**src/common/cfa_pkg.sv**
```systemverilog
package cfa_pkg;
	// system clock and bus rates
	localparam int CLK_HZ     = 50_000_000;
	localparam int RATE_1M    = 1_000_000;
	localparam int RATE_800K  = 800_000;
	localparam int RATE_500K  = 500_000;
	localparam int RATE_250K  = 250_000;
	localparam int RATE_125K  = 125_000;
	localparam int RATE_50K   = 50_000;
	localparam int RATE_20K   = 20_000;
	localparam int RATE_10K   = 10_000;
	localparam int DIV_W      = 13;
	localparam int BAUD_SEL_W = 3;

	// baud select codes
	localparam logic [BAUD_SEL_W-1:0] BAUD_1M   = 3'h0;
	localparam logic [BAUD_SEL_W-1:0] BAUD_800K = 3'h1;
	localparam logic [BAUD_SEL_W-1:0] BAUD_500K = 3'h2;
	localparam logic [BAUD_SEL_W-1:0] BAUD_250K = 3'h3;
	localparam logic [BAUD_SEL_W-1:0] BAUD_125K = 3'h4;
	localparam logic [BAUD_SEL_W-1:0] BAUD_50K  = 3'h5;
	localparam logic [BAUD_SEL_W-1:0] BAUD_20K  = 3'h6;

	// frame field widths
	localparam int ID_BITS        = 11;
	localparam int ARB_BITS       = ID_BITS + 1;
	localparam int CTRL_BITS      = 6;
	localparam int CTRL_FLAG_BITS = 2;
	localparam int DLC_BITS       = 4;
	localparam int MAX_BYTES      = 8;
	localparam int DATA_MAX_BITS  = 64;
	localparam int CRC_FIELD_BITS = 15;
	localparam int CRC_BITS       = CRC_FIELD_BITS - 1;
	localparam int ACK_BITS       = 2;
	localparam int EOF_IFS_BITS   = 10;
	localparam int NODE_ID_BITS   = 7;
	localparam int SOF_BITS       = 1;
	localparam int FRAME_MIN_BITS = SOF_BITS + ARB_BITS + CTRL_BITS + CRC_FIELD_BITS
		+ ACK_BITS + EOF_IFS_BITS;
	localparam int FRAME_MAX_BITS = FRAME_MIN_BITS + DATA_MAX_BITS;
	localparam int TX_SH_BITS     = ARB_BITS + CTRL_BITS + DATA_MAX_BITS;
	localparam int CNT_W          = 7;

	localparam logic [CRC_BITS-1:0] CRC_POLY = 14'h0599;
	localparam logic [CRC_BITS-1:0] CRC_INIT = 14'h0000;

	localparam logic DOMINANT  = 1'b0;
	localparam logic RECESSIVE = 1'b1;

	typedef enum logic [6:0] {
		ST_IDLE = 7'h01,
		ST_ARB  = 7'h02,
		ST_CTRL = 7'h04,
		ST_DATA = 7'h08,
		ST_CRC  = 7'h10,
		ST_ACK  = 7'h20,
		ST_EOF  = 7'h40
	} cfa_state_t;

	// clocks per bit; 800k truncates to a whole count
	function automatic logic [DIV_W-1:0] cfa_baud_div(input logic [BAUD_SEL_W-1:0] sel);
		logic [DIV_W-1:0] d;
		d = DIV_W'(CLK_HZ / RATE_10K);
		if (sel == BAUD_1M)
			d = DIV_W'(CLK_HZ / RATE_1M);
		else if (sel == BAUD_800K)
			d = DIV_W'(CLK_HZ / RATE_800K);
		else if (sel == BAUD_500K)
			d = DIV_W'(CLK_HZ / RATE_500K);
		else if (sel == BAUD_250K)
			d = DIV_W'(CLK_HZ / RATE_250K);
		else if (sel == BAUD_125K)
			d = DIV_W'(CLK_HZ / RATE_125K);
		else if (sel == BAUD_50K)
			d = DIV_W'(CLK_HZ / RATE_50K);
		else if (sel == BAUD_20K)
			d = DIV_W'(CLK_HZ / RATE_20K);
		return d;
	endfunction
endpackage

```
**src/rtl/cfa_bit_tick.sv**
```systemverilog
`timescale 1ns/1ns
module cfa_bit_tick
	import cfa_pkg::*;
(
	// clock and reset
	input  wire logic                            ref_clk,
	input  wire logic                            rst_n,
	// rate select, held stable after reset
	input  wire logic [cfa_pkg::BAUD_SEL_W-1:0]  baud_sel,
	// one pulse per bit time
	output logic                                 bit_tick
);
	logic [DIV_W-1:0] cnt_reg;
	logic [DIV_W-1:0] div_w;
	logic             wrap_w;

	assign div_w  = cfa_baud_div(baud_sel);
	assign wrap_w = (cnt_reg == div_w - DIV_W'(1));

	always_ff @(posedge ref_clk) begin
		if (!rst_n) begin
			cnt_reg  <= '0;
			bit_tick <= 1'b0;
		end else begin
			cnt_reg  <= wrap_w ? '0 : cnt_reg + DIV_W'(1);
			bit_tick <= wrap_w;
		end
	end
endmodule

```
**src/rtl/cfa_node.sv**
```systemverilog
`timescale 1ns/1ns
module cfa_node
	import cfa_pkg::*;
(
	// clock and reset
	input  wire logic                               ref_clk,
	input  wire logic                               rst_n,
	// strap, caught while reset is held
	input  wire logic [cfa_pkg::BAUD_SEL_W-1:0]     baud_sel,
	// acceptance setup
	input  wire logic [cfa_pkg::NODE_ID_BITS-1:0]   node_id,
	input  wire logic [cfa_pkg::ID_BITS-1:0]        acc_id,
	input  wire logic [cfa_pkg::ID_BITS-1:0]        acc_mask,
	// bus pins, 0 dominant
	input  wire logic                               can_rx,
	output logic                                    can_tx,
	// transmit request
	input  wire logic                               tx_req,
	input  wire logic [cfa_pkg::ID_BITS-1:0]        tx_id,
	input  wire logic                               tx_rtr,
	input  wire logic [cfa_pkg::DLC_BITS-1:0]       tx_dlc,
	input  wire logic [cfa_pkg::DATA_MAX_BITS-1:0]  tx_data,
	output logic                                    tx_ready,
	output logic                                    tx_done,
	output logic                                    tx_lost,
	// received frame
	output logic                                    rx_valid,
	output logic [cfa_pkg::ID_BITS-1:0]             rx_id,
	output logic                                    rx_rtr,
	output logic [cfa_pkg::DLC_BITS-1:0]            rx_dlc,
	output logic [cfa_pkg::DATA_MAX_BITS-1:0]       rx_data,
	// status
	output logic                                    bus_idle
);
	logic [BAUD_SEL_W-1:0]    baud_reg;
	cfa_state_t               state_reg, state_next;
	logic [CNT_W-1:0]         cnt_reg, cnt_next;
	logic [CNT_W-1:0]         data_bits_reg;
	logic [CNT_W-1:0]         idle_cnt_reg;
	logic                     pending_reg;
	logic [TX_SH_BITS-1:0]    frame_reg;
	logic [TX_SH_BITS-1:0]    tx_sh_reg, tx_sh_next;
	logic                     tx_act_reg, tx_act_next;
	logic                     acked_reg;
	logic [CRC_BITS-1:0]      crc_reg, crc_next;
	logic                     crc_bad_reg, crc_bad_next;
	logic [ARB_BITS-1:0]      rx_arb_reg;
	logic [CTRL_BITS-1:0]     rx_ctrl_reg;
	logic [DATA_MAX_BITS-1:0] rx_sh_reg;
	logic                     bit_tick;

	// samples and field decode
	logic                     samp;
	logic                     bus_free;
	logic                     start_tx;
	logic                     field_last;
	logic                     lose_arb;
	logic [DLC_BITS-1:0]      dlc_now;
	logic [CNT_W-1:0]         data_bits_w;
	logic                     crc_bit_w;
	logic                     tx_bit_w;
	logic                     ack_drive;
	logic                     frame_end;
	logic                     ack_end;

	function automatic logic crc_step(input logic [CRC_BITS-1:0] c, input logic b);
		crc_step = b ^ c[CRC_BITS-1];
	endfunction

	function automatic logic [CRC_BITS-1:0] crc_upd(input logic [CRC_BITS-1:0] c,
		input logic b);
		crc_upd = {c[CRC_BITS-2:0], 1'b0} ^ (crc_step(c, b) ? CRC_POLY : '0);
	endfunction

	function automatic logic id_accept(input logic [ID_BITS-1:0] id);
		id_accept = (((id ^ acc_id) & acc_mask) == '0) ||
			(id[NODE_ID_BITS-1:0] == node_id);
	endfunction

	cfa_bit_tick u_tick (
		.ref_clk  (ref_clk),
		.rst_n    (rst_n),
		.baud_sel (baud_reg),
		.bit_tick (bit_tick)
	);

	assign samp      = can_rx;
	assign bus_free  = (idle_cnt_reg == CNT_W'(EOF_IFS_BITS));
	assign start_tx  = bit_tick && (state_reg == ST_IDLE) && bus_free && pending_reg &&
		!tx_act_reg && (samp == RECESSIVE);
	// recessive driven, dominant seen: lost the contest
	assign lose_arb  = bit_tick && (state_reg == ST_ARB) && tx_act_reg &&
		(can_tx == RECESSIVE) && (samp == DOMINANT);
	assign dlc_now   = {rx_ctrl_reg[DLC_BITS-2:0], samp};
	// length codes above eight still carry eight bytes; remote frames carry none
	assign data_bits_w = rx_arb_reg[0] ? '0 :
		(dlc_now > DLC_BITS'(MAX_BYTES)) ? CNT_W'(DATA_MAX_BITS) :
		CNT_W'({dlc_now, 3'h0});
	assign field_last = (state_reg == ST_ARB  && cnt_reg == CNT_W'(ARB_BITS - 1)) ||
		(state_reg == ST_CTRL && cnt_reg == CNT_W'(CTRL_BITS - 1)) ||
		(state_reg == ST_DATA && cnt_reg == data_bits_reg - CNT_W'(1)) ||
		(state_reg == ST_CRC  && cnt_reg == CNT_W'(CRC_FIELD_BITS - 1)) ||
		(state_reg == ST_ACK  && cnt_reg == CNT_W'(ACK_BITS - 1)) ||
		(state_reg == ST_EOF  && cnt_reg == CNT_W'(EOF_IFS_BITS - 1));
	assign frame_end = bit_tick && field_last && (state_reg == ST_EOF);
	assign ack_end   = bit_tick && field_last && (state_reg == ST_ACK);

	always_comb begin
		state_next = state_reg;
		cnt_next   = cnt_reg;
		if (bit_tick && state_reg == ST_IDLE && samp == DOMINANT) begin
			state_next = ST_ARB;
			cnt_next   = '0;
		end else if (bit_tick && state_reg != ST_IDLE) begin
			cnt_next = field_last ? '0 : cnt_reg + CNT_W'(1);
			if (field_last) begin
				case (state_reg)
					ST_ARB:  state_next = ST_CTRL;
					ST_CTRL: state_next = (data_bits_w == '0) ? ST_CRC : ST_DATA;
					ST_DATA: state_next = ST_CRC;
					ST_CRC:  state_next = ST_ACK;
					ST_ACK:  state_next = ST_EOF;
					default: state_next = ST_IDLE;
				endcase
			end
		end
	end

	// checksum covers start bit through payload, taken from sampled bits
	assign crc_next = !bit_tick ? crc_reg :
		(state_reg == ST_IDLE) ? ((samp == DOMINANT) ? crc_upd(CRC_INIT, samp) : CRC_INIT) :
		(state_reg == ST_ARB || state_reg == ST_CTRL || state_reg == ST_DATA) ?
			crc_upd(crc_reg, samp) :
		(state_reg == ST_CRC) ? {crc_reg[CRC_BITS-2:0], 1'b0} : crc_reg;
	assign crc_bit_w = (state_reg == ST_CRC) && (cnt_reg < CNT_W'(CRC_BITS)) &&
		(samp != crc_reg[CRC_BITS-1]);
	assign crc_bad_next = (bit_tick && state_reg == ST_IDLE) ? 1'b0 :
		crc_bad_reg || (bit_tick && (crc_bit_w ||
		(state_reg == ST_CRC && field_last && samp != RECESSIVE)));

	// shifter reloads from the held frame so a retry resends it intact
	assign tx_sh_next = start_tx ? frame_reg :
		(bit_tick && (state_reg == ST_ARB || state_reg == ST_CTRL || state_reg == ST_DATA)) ?
		{tx_sh_reg[TX_SH_BITS-2:0], RECESSIVE} : tx_sh_reg;
	assign tx_act_next = start_tx ? 1'b1 : (lose_arb || frame_end) ? 1'b0 : tx_act_reg;

	// a correct receiver answers in the ack slot; the sender leaves it recessive
	assign ack_drive = !tx_act_next && !crc_bad_next && state_next == ST_ACK &&
		cnt_next == '0;
	assign tx_bit_w = start_tx ? DOMINANT :
		(tx_act_next && (state_next == ST_ARB || state_next == ST_CTRL ||
		state_next == ST_DATA)) ? tx_sh_next[TX_SH_BITS-1] :
		(tx_act_next && state_next == ST_CRC && cnt_next < CNT_W'(CRC_BITS)) ?
			crc_next[CRC_BITS-1] :
		ack_drive ? DOMINANT : RECESSIVE;

	always_ff @(posedge ref_clk) begin
		if (!rst_n) begin
			baud_reg <= baud_sel;
		end
	end

	always_ff @(posedge ref_clk) begin
		if (!rst_n) begin
			state_reg    <= ST_IDLE;
			cnt_reg      <= '0;
			idle_cnt_reg <= '0;
			tx_act_reg   <= 1'b0;
			tx_sh_reg    <= '0;
			crc_reg      <= CRC_INIT;
			crc_bad_reg  <= 1'b0;
			can_tx       <= RECESSIVE;
		end else begin
			state_reg   <= state_next;
			cnt_reg     <= cnt_next;
			tx_act_reg  <= tx_act_next;
			tx_sh_reg   <= tx_sh_next;
			crc_reg     <= crc_next;
			crc_bad_reg <= crc_bad_next;
			if (bit_tick)
				can_tx <= tx_bit_w;
			// ten recessive samples mark the bus free; the end field counts as such
			if (frame_end)
				idle_cnt_reg <= CNT_W'(EOF_IFS_BITS);
			else if (bit_tick && state_reg == ST_IDLE)
				idle_cnt_reg <= (samp == DOMINANT) ? '0 :
					bus_free ? idle_cnt_reg : idle_cnt_reg + CNT_W'(1);
			else if (bit_tick)
				idle_cnt_reg <= '0;
		end
	end

	always_ff @(posedge ref_clk) begin
		if (!rst_n) begin
			pending_reg <= 1'b0;
			frame_reg   <= '0;
			acked_reg   <= 1'b0;
			tx_ready    <= 1'b0;
			tx_done     <= 1'b0;
			tx_lost     <= 1'b0;
		end else begin
			tx_done  <= frame_end && tx_act_reg && acked_reg;
			tx_lost  <= lose_arb;
			tx_ready <= !(pending_reg || tx_req) || (frame_end && tx_act_reg && acked_reg);
			if (frame_end && tx_act_reg && acked_reg)
				pending_reg <= 1'b0;
			else if (tx_req && !pending_reg) begin
				pending_reg <= 1'b1;
				frame_reg   <= {tx_id, tx_rtr, DOMINANT, DOMINANT, tx_dlc, tx_data};
			end
			if (bit_tick && state_reg == ST_ACK && cnt_reg == '0)
				acked_reg <= (samp == DOMINANT);
			else if (start_tx)
				acked_reg <= 1'b0;
		end
	end

	// receive side shifts every sampled arbitration, control and data bit, sender included
	always_ff @(posedge ref_clk) begin
		if (!rst_n) begin
			rx_arb_reg    <= '0;
			rx_ctrl_reg   <= '0;
			rx_sh_reg     <= '0;
			data_bits_reg <= '0;
			rx_valid      <= 1'b0;
			rx_id         <= '0;
			rx_rtr        <= 1'b0;
			rx_dlc        <= '0;
			rx_data       <= '0;
			bus_idle      <= 1'b0;
		end else begin
			bus_idle <= (state_next == ST_IDLE) && bus_free;
			rx_valid <= 1'b0;
			if (bit_tick && state_reg == ST_ARB)
				rx_arb_reg <= {rx_arb_reg[ARB_BITS-2:0], samp};
			if (bit_tick && state_reg == ST_CTRL)
				rx_ctrl_reg <= {rx_ctrl_reg[CTRL_BITS-2:0], samp};
			if (bit_tick && state_reg == ST_CTRL && field_last)
				data_bits_reg <= data_bits_w;
			if (bit_tick && state_reg == ST_DATA)
				rx_sh_reg <= {rx_sh_reg[DATA_MAX_BITS-2:0], samp};
			else if (bit_tick && state_reg == ST_IDLE)
				rx_sh_reg <= '0;
			// own frames and filtered-out identifiers are not delivered
			if (ack_end && !tx_act_reg && !crc_bad_reg &&
				id_accept(rx_arb_reg[ARB_BITS-1:1])) begin
				rx_valid <= 1'b1;
				rx_id    <= rx_arb_reg[ARB_BITS-1:1];
				rx_rtr   <= rx_arb_reg[0];
				rx_dlc   <= rx_ctrl_reg[DLC_BITS-1:0];
				rx_data  <= rx_sh_reg << (CNT_W'(DATA_MAX_BITS) - data_bits_reg);
			end
		end
	end
endmodule

```
**config.mk**
```make
export PLATFORM = sky130hd
export DESIGN_NAME = cfa_node
export DESIGN_NICKNAME = d
export VERILOG_FILES = /design/src/common/cfa_pkg.sv /design/src/rtl/cfa_bit_tick.sv /design/src/rtl/cfa_node.sv
export SDC_FILE = /design/constraint.sdc
export NUM_CORES = 1
export LEC_CHECK = 0
export BUFFER_PORTS_ARGS = -buffer_cell sky130_fd_sc_hd__buf_2
export CORE_MARGIN = 2
export CORE_UTILIZATION = 45
export CTS_BUF_LIST = sky130_fd_sc_hd__clkbuf_8
export DETAILED_ROUTE_END_ITERATION = 10
export PLACE_DENSITY = 0.72
export SYNTH_ARGS = -nofsm -noshare
export SYNTH_HDL_FRONTEND = slang
export SYNTH_HIERARCHICAL = 1
export SYNTH_SLANG_ARGS = --single-unit
```
**constraint.sdc**
```tcl
create_clock -name ref_clk -period 3.4 [get_ports ref_clk]
set_clock_uncertainty 0.1 [all_clocks]
set_input_delay 0.68 -clock ref_clk [delete_from_list [all_inputs] [get_ports ref_clk]]
set_output_delay 0.68 -clock ref_clk [all_outputs]
set_load 0.1 [all_outputs]
```
# Word level (Yosys, flattened, before mapping)
# Cells that the tools add are included.
# totals
regBits	391
input_bits	116
output_inout_bits	86
# op_classes
add_sub_neg	6
magnitude_cmp	3
n_eq_ne	32
n_shift	1
muxes	41
bitwise_logic	7
n_reduce_logical	83
# op_table
op	count
82-bit 2-to-1 mux	2
64-bit 2-to-1 mux	2
13-bit 2-to-1 mux	7
7-bit 2-to-1 mux	12
64-bit by 7-bit left shift with 64-bit output	1
14-bit 2-to-1 mux	4
1-bit logical AND	44
7-bit by 4-bit equality test with 1-bit output, second input constant	6
7-bit one-hot mux with 5 select lines	1
7-bit by 1-bit equality test with 1-bit output, second input constant	3
7-bit by 3-bit equality test with 1-bit output, second input constant	3
7-bit zero test	3
1-bit logical OR	15
7-bit by 1-bit adder with 7-bit output, second input constant	2
7-bit by 2-bit equality test with 1-bit output, second input constant	2
7-bit by 5-bit equality test with 1-bit output, second input constant	2
7-bit by 6-bit equality test with 1-bit output, second input constant	2
7-bit equality test	2
7-bit by 4-bit less-than comparator with 1-bit output, second input constant	2
14-bit by 11-bit XOR with 14-bit output	1
13-bit by 1-bit adder with 13-bit output, second input constant	1
13-bit equality test	1
13-bit by 1-bit subtractor with 13-bit output, second input constant	1
11-bit AND	1
other kinds (25)	53

# Logic depth before layout (Yosys ltp)
# depth
ltp_word	21
mapped_depth	16

# By module
# Netlist, hierarchy kept.
# modules_own_cells
mod	n_inst	cells_each	area_per_inst_um2
cfa_node	1	1830	16617.2
cfa_bit_tick	1	110	907.1

# Worst setup path before layout
# Ideal clock, no wire load.
# synth_timing
kind	reg-to-reg
startpoint	register data_bits_reg[3]
endpoint	register can_tx
arrival_time_ns	3.460
required_time_ns	3.171
path_slack_ns	-0.289
path_stages_with_launch	14
n_path_buf	3
period_less_slack_ns	3.689
cell_sequence	dfxtp_1 -> inv_1 -> clkbuf_1 -> clkbuf_1 -> ha_1 -> clkbuf_1 -> xor2_1 -> nand4_1 -> and4bb_1 -> o31ai_2 -> mux2_2 -> or4_1 -> o41ai_1 -> a21oi_1
# synth_between
elab_chain_len	21
# synth_lines
item	line_no	rtl
from (decl)	cfa_node.sv:38	logic [CNT_W-1:0] data_bits_reg;
from (signal assigned)	cfa_node.sv:239	data_bits_reg <= data_bits_w;
7-bit by 1-bit subtractor with 7-bit output *	cfa_node.sv:101	(state_reg == ST_DATA && cnt_reg == data_bits_reg - CNT_W'(1)) ||
7-bit equality test *	cfa_node.sv:101	
1-bit logical AND *	cfa_node.sv:101	
1-bit logical OR *	cfa_node.sv:100	(state_reg == ST_CTRL && cnt_reg == CNT_W'(CTRL_BITS - 1)) ||
1-bit logical OR *	cfa_node.sv:101	
1-bit logical OR *	cfa_node.sv:102	(state_reg == ST_CRC && cnt_reg == CNT_W'(CRC_FIELD_BITS - 1)) ||
1-bit logical OR *	cfa_node.sv:103	(state_reg == ST_ACK && cnt_reg == CNT_W'(ACK_BITS - 1)) ||
branches (longest 12 deep; another with 7-bit by 4-bit less-than comparator with 1-bit output)	-	
1-bit 2-to-1 mux *	cfa_node.sv:152	state_next == ST_DATA)) ? tx_sh_next[TX_SH_BITS-1] :
1-bit 2-to-1 mux *	cfa_node.sv:150	assign tx_bit_w = start_tx ? DOMINANT :
to (signal assigned)	cfa_node.sv:181	can_tx <= tx_bit_w;
to (decl)	cfa_node.sv:16	output logic can_tx,
# Mark *: on every way between the ends.
# A chain may end at the register's enable or synchronous reset.

# Worst setup path in the final report
# layout_timing
startpoint	register state_reg[4]
endpoint	register frame_reg[29]
# layout_between
elab_chain_len	13
# layout_lines
item	line_no	rtl
from (decl)	cfa_node.sv:36	cfa_state_t state_reg, state_next;
from (signal assigned)	cfa_node.sv:174	state_reg <= state_next;
7-bit by 2-bit equality test with 1-bit output or 7-bit by 3-bit equality test with 1-bit output (tied branches)	cfa_node.sv:99, cfa_node.sv:100	
1-bit logical AND (on tied branches)	cfa_node.sv:99, cfa_node.sv:100	
1-bit logical OR	cfa_node.sv:99	assign field_last = (state_reg == ST_ARB && cnt_reg == CNT_W'(ARB_BITS - 1)) ||
1-bit logical OR	cfa_node.sv:100	
1-bit logical OR	cfa_node.sv:101	
1-bit logical OR	cfa_node.sv:102	
1-bit logical OR	cfa_node.sv:103	
1-bit logical AND	cfa_node.sv:105	assign frame_end = bit_tick && field_last && (state_reg == ST_EOF);
1-bit logical AND *	cfa_node.sv:105	
1-bit logical AND * (2 in a row)	cfa_node.sv:205	if (frame_end && tx_act_reg && acked_reg)
1-bit NOT (no line) *	-	
2-bit AND reduction (no line) *	-	
to (signal assigned)	cfa_node.sv:209	frame_reg <= {tx_id, tx_rtr, DOMINANT, DOMINANT, tx_dlc, tx_data};
to (decl)	cfa_node.sv:41	logic [TX_SH_BITS-1:0] frame_reg;
# Every way passes the cells marked *; elsewhere a longest branch is shown, timed or not.

==> key figures <==
Timing
  – Fmax achieved: 302.6 MHz
  – Pins Over Slew Limit: 0
  – Final setup violation count: 0
  – Final Hold Viols: 0
  – Setup TNS: 0 ps
  – Crit path time final: roughly 3300 ps
  – Worst Hold Margin: 161.0 ps
  – Unrepaired setup endpoints after global routing: no
  – Slew headroom: between 15 and 20%
  – Final Cycle Share: 97.18%
  – Worst slew pin tran: 1232 ps

Worst setup path
  – Setup crit start kind: flip-flop
  – Critical Path RT: 3750 ps
  – CP max FO: 80
  – Crit path arrival time: ~3700 ps
  – R2R Setup Slk: 100 ps
  – RR Endpoint: frame_reg[29]$_SDFFE_PN0P_
  – Depth of the worst register-to-register path: 11
  – RR Startpoint: state_reg[4]$_SDFF_PN0_
  – Setup CP Type: reg -> reg
  – CP Capture Type: flip-flop

Synthesis
  – Post-synth top cells: dfxtp_1 (385), nor2_1 (244), mux2i_1 (242)
  – Dominant cell type by area after synthesis: dfxtp_1
  – Synth Net Count: slightly above 2,000
  – Seq/Total Area, Yosys: 44.50%
  – Number of synthesized flops with an enable pin: 3
  – Yosys top cell area share: approximately 44%
  – Fraction of registers with async set/reset: 0%
  – Primary FF master, synth: dfxtp_1
  – Average size of a mapped cell: around 9.0 µm²
  – Count leader, synth: dfxtp_1
  – Ys Warns: 6
  – Synthesized cell area: 17,520 µm²
  – Main area contributors after synthesis: dfxtp_1 (44%), mux2i_1 (14%), nor2_1 (5.2%)
  – Syn Inst Count: approximately 1,900
  – Yosys reg bits: 388
  – Cell variety after synth: 69

Floorplanning
  – Die height: 201.3 µm
  – Die ar.: 40,540 µm²
  – Initial Utilization: about 45%
  – Core area: about 39,000 µm²
  – I/O pin count: 202
  – Std cell rows: 72
  – Die width: ~200 µm

Hold path
  – Worst hold start: baud_sel[1]
  – Hold path depth: 1
  – Min-Delay Path Class: in -> reg
  – Hold Path End: baud_reg[1]$_DFFE_PN_

Global route
  – Largest net degree at the start of global routing: 201
  – Gr usage total: 20.48%
  – Vias in the first global route: ~14,000
  – GRT overflow: 0
  – Initial antenna violation count: 4
  – First-pass GRT wire length: 69,900 µm

Pwr
  – Logic pwr share: between 3 and 4%
  – Final Total Pwr: 9443 µW
  – Reg power frac: about half
  – Sw frac: roughly 22%
  – Maximum vdd ir drop: 0.4136 mV
  – Pleak: 0.008929 µW
  – Clock share of power: 47.0%
  – Psw: 2123 µW
  – Cell-internal power: 7320 µW
  – Power per cell area: approximately 460 nW/µm²

Run
  – Number of max-cap violations: 0

Final layout
  – Area Overhead vs Synth: 17.12%
  – Final net count: 2,232
  – Final Cell Area: 20,520 µm²
  – Final non-filler cell total: 2,674
  – Layout cell share with drive strength beyond 1: approximately a fifth
  – Max FFs per register: 82

Clock tree
  – Hold_buf cts: 0
  – TritonCTS Buffers: 68
  – H-tree Lvls: 3
  – CTS clk-pin slew, worst paths: 60 ps
  – Clock tree from TritonCTS: yes
  – Skew-Pair Late Insertion Delay: 610 ps
  – CTS max path bufs: 3
  – Clock root cell: clkbuf_8
  – Clock Sinks: 388

Placed design
  – Dpl hpwl: 28,010 µm
  – Dpl cell area: 19,070 µm²
  – Port Buf Inserts: between 200 and 250
  – # placed instances: 2,555
  – Gpl congestion: around 0.88

Routing
  – Wire per inst: 15.96 µm
  – TritonRoute pass-1 iters: 5
  – Residual DRC count: 0
  – Final WL: 42,680 µm
  – Vias per Instance: roughly 5.5
  – Iter 0 DRT Violations: 1,158
  – Post-route ant nets: 0
  – Vias: 14,655

Status
  – Outcome: finished, final reports clean
-- kinds of logic (layout without fill, tap and decap cells) --
| logic type | count (synthesis) | count (layout) | share of synthesized area (%) |
|---|---|---|---|
| buffers and inverters | 170 | 384 | 3.977 |
| adders and majority gates | 9 | 9 | 0.6426 |
| AOI/OAI and AO/OA | 370 | 370 | 13.92 |
| other | 0 | 2 | 0 |
| and+or+nand+nor | 683 | 683 | 17.74 |
| muxes | 267 | 267 | 16.59 |
| DFF | 388 | 388 | 44.50 |
| xor gates and xnor gates | 53 | 53 | 2.649 |
-- layout by cell type (no fill, tap or decap), types with 12 or more instances in the layout --
| cell | n |
|---|---|
| nand3_1 | 106 |
| or3_1 | 12 |
| xor2_1 | 28 |
| a21oi_1 | 131 |
| nor3_1 | 19 |
| a211oi_1 | 97 |
| xnor2_1 | 23 |
| buf_4 | 45 |
| o21ai_0 | 38 |
| a31oi_1 | 14 |
| dfxtp_1 | 384 |
| buf_2 | 201 |
| nand2_1 | 192 |
| inv_1 | 33 |
| clkbuf_8 | 85 |
| o21ai_2 | 20 |
| a22o_1 | 16 |
| mux4_2 | 18 |
| mux2i_1 | 242 |
| nor2b_1 | 18 |
| nor2_1 | 243 |
-- critical path: stages (launching register included) --
cell	delay, ps
dfxtp_1	310
or3_4	420
or4_4	540
and4bb_1	370
o31ai_4	80
buf_6	170
nor2_1	110
buf_4	160
a31oi_4	100
clkbuf_16	280
mux2i_1	300
nor2_1	60
-- per-layer routing --
layer | vias to the layer above | global-route usage (%) | part of all wire (%)
met5 | - | 0 | 0.077
met4 | 4 | 6.513 | 2.3
met3 | 69 | 4.438 | 5.8
met2 | 407 | 32.84 | 47
met1 | 6962 | 27.53 | 45
li1 | 7213 | - | -
-- stage by stage --
stage | util [%] | setup WS, ps
2_1_floorplan | - | 31.43
3_3_place_gp | 49.47 | 107.3
3_5_place_dp | 49.47 | 11.41
4_1_cts | 53.16 | 67.92
5_1_grt | 53.23 | 19.67
6_report | 53.23 | 95.71
-- how the worst max path moves through the flow --
| stage | endpoint | cells after the start | from |
|---|---|---|---|
| after floorplan | can_tx$_SDFFE_PN1P_ | 13 | data_bits_reg[3]$_SDFFE_PN0P_ |
| after global placement | rx_data[29]$_SDFFE_PN0P_ | 7 | state_reg[4]$_SDFF_PN0_ |
| after detailed placement | rx_data[31]$_SDFFE_PN0P_ | 7 | state_reg[4]$_SDFF_PN0_ |
| after CTS | can_tx$_SDFFE_PN1P_ | 10 | idle_cnt_reg[0]$_SDFFE_PP0P_ |
| after global routing | frame_reg[29]$_SDFFE_PN0P_ | 13 | data_bits_reg[3]$_SDFFE_PN0P_ |
| final | frame_reg[29]$_SDFFE_PN0P_ | 11 | state_reg[4]$_SDFF_PN0_ |
-- repair_timing --
item	4_1_cts	5_1_grt
endpoints found under the setup margin	1	4
buffers inserted	0	0
resized for setup	1	7
endpoints found under the hold margin	0	0
-- power groups by stage --
| stage | combinational, µW | clock, µW | sequential (µW) |
|---|---|---|---|
| floorplan | 228 | 0 | 4750 |
| global placement | 327 | 0 | 4760 |
| detailed placement | 339 | 0 | 4760 |
| CTS | 341 | 4570 | 4670 |
| global route | 376 | 4770 | 4670 |
| finish | 339 | 4440 | 4670 |
-- final cells by class --
cell class,count,area [µm²]
inverters,15,63.81
clock buffers,85,1170
fillers,3564,18030
multi-input cells,1382,9129
repair buffers,252,1460
diodes,2,5.005
flip-flops and latches,388,7799
well taps,518,648.1
clock inverters,32,250.2
(Power assumes the default switching activity.)
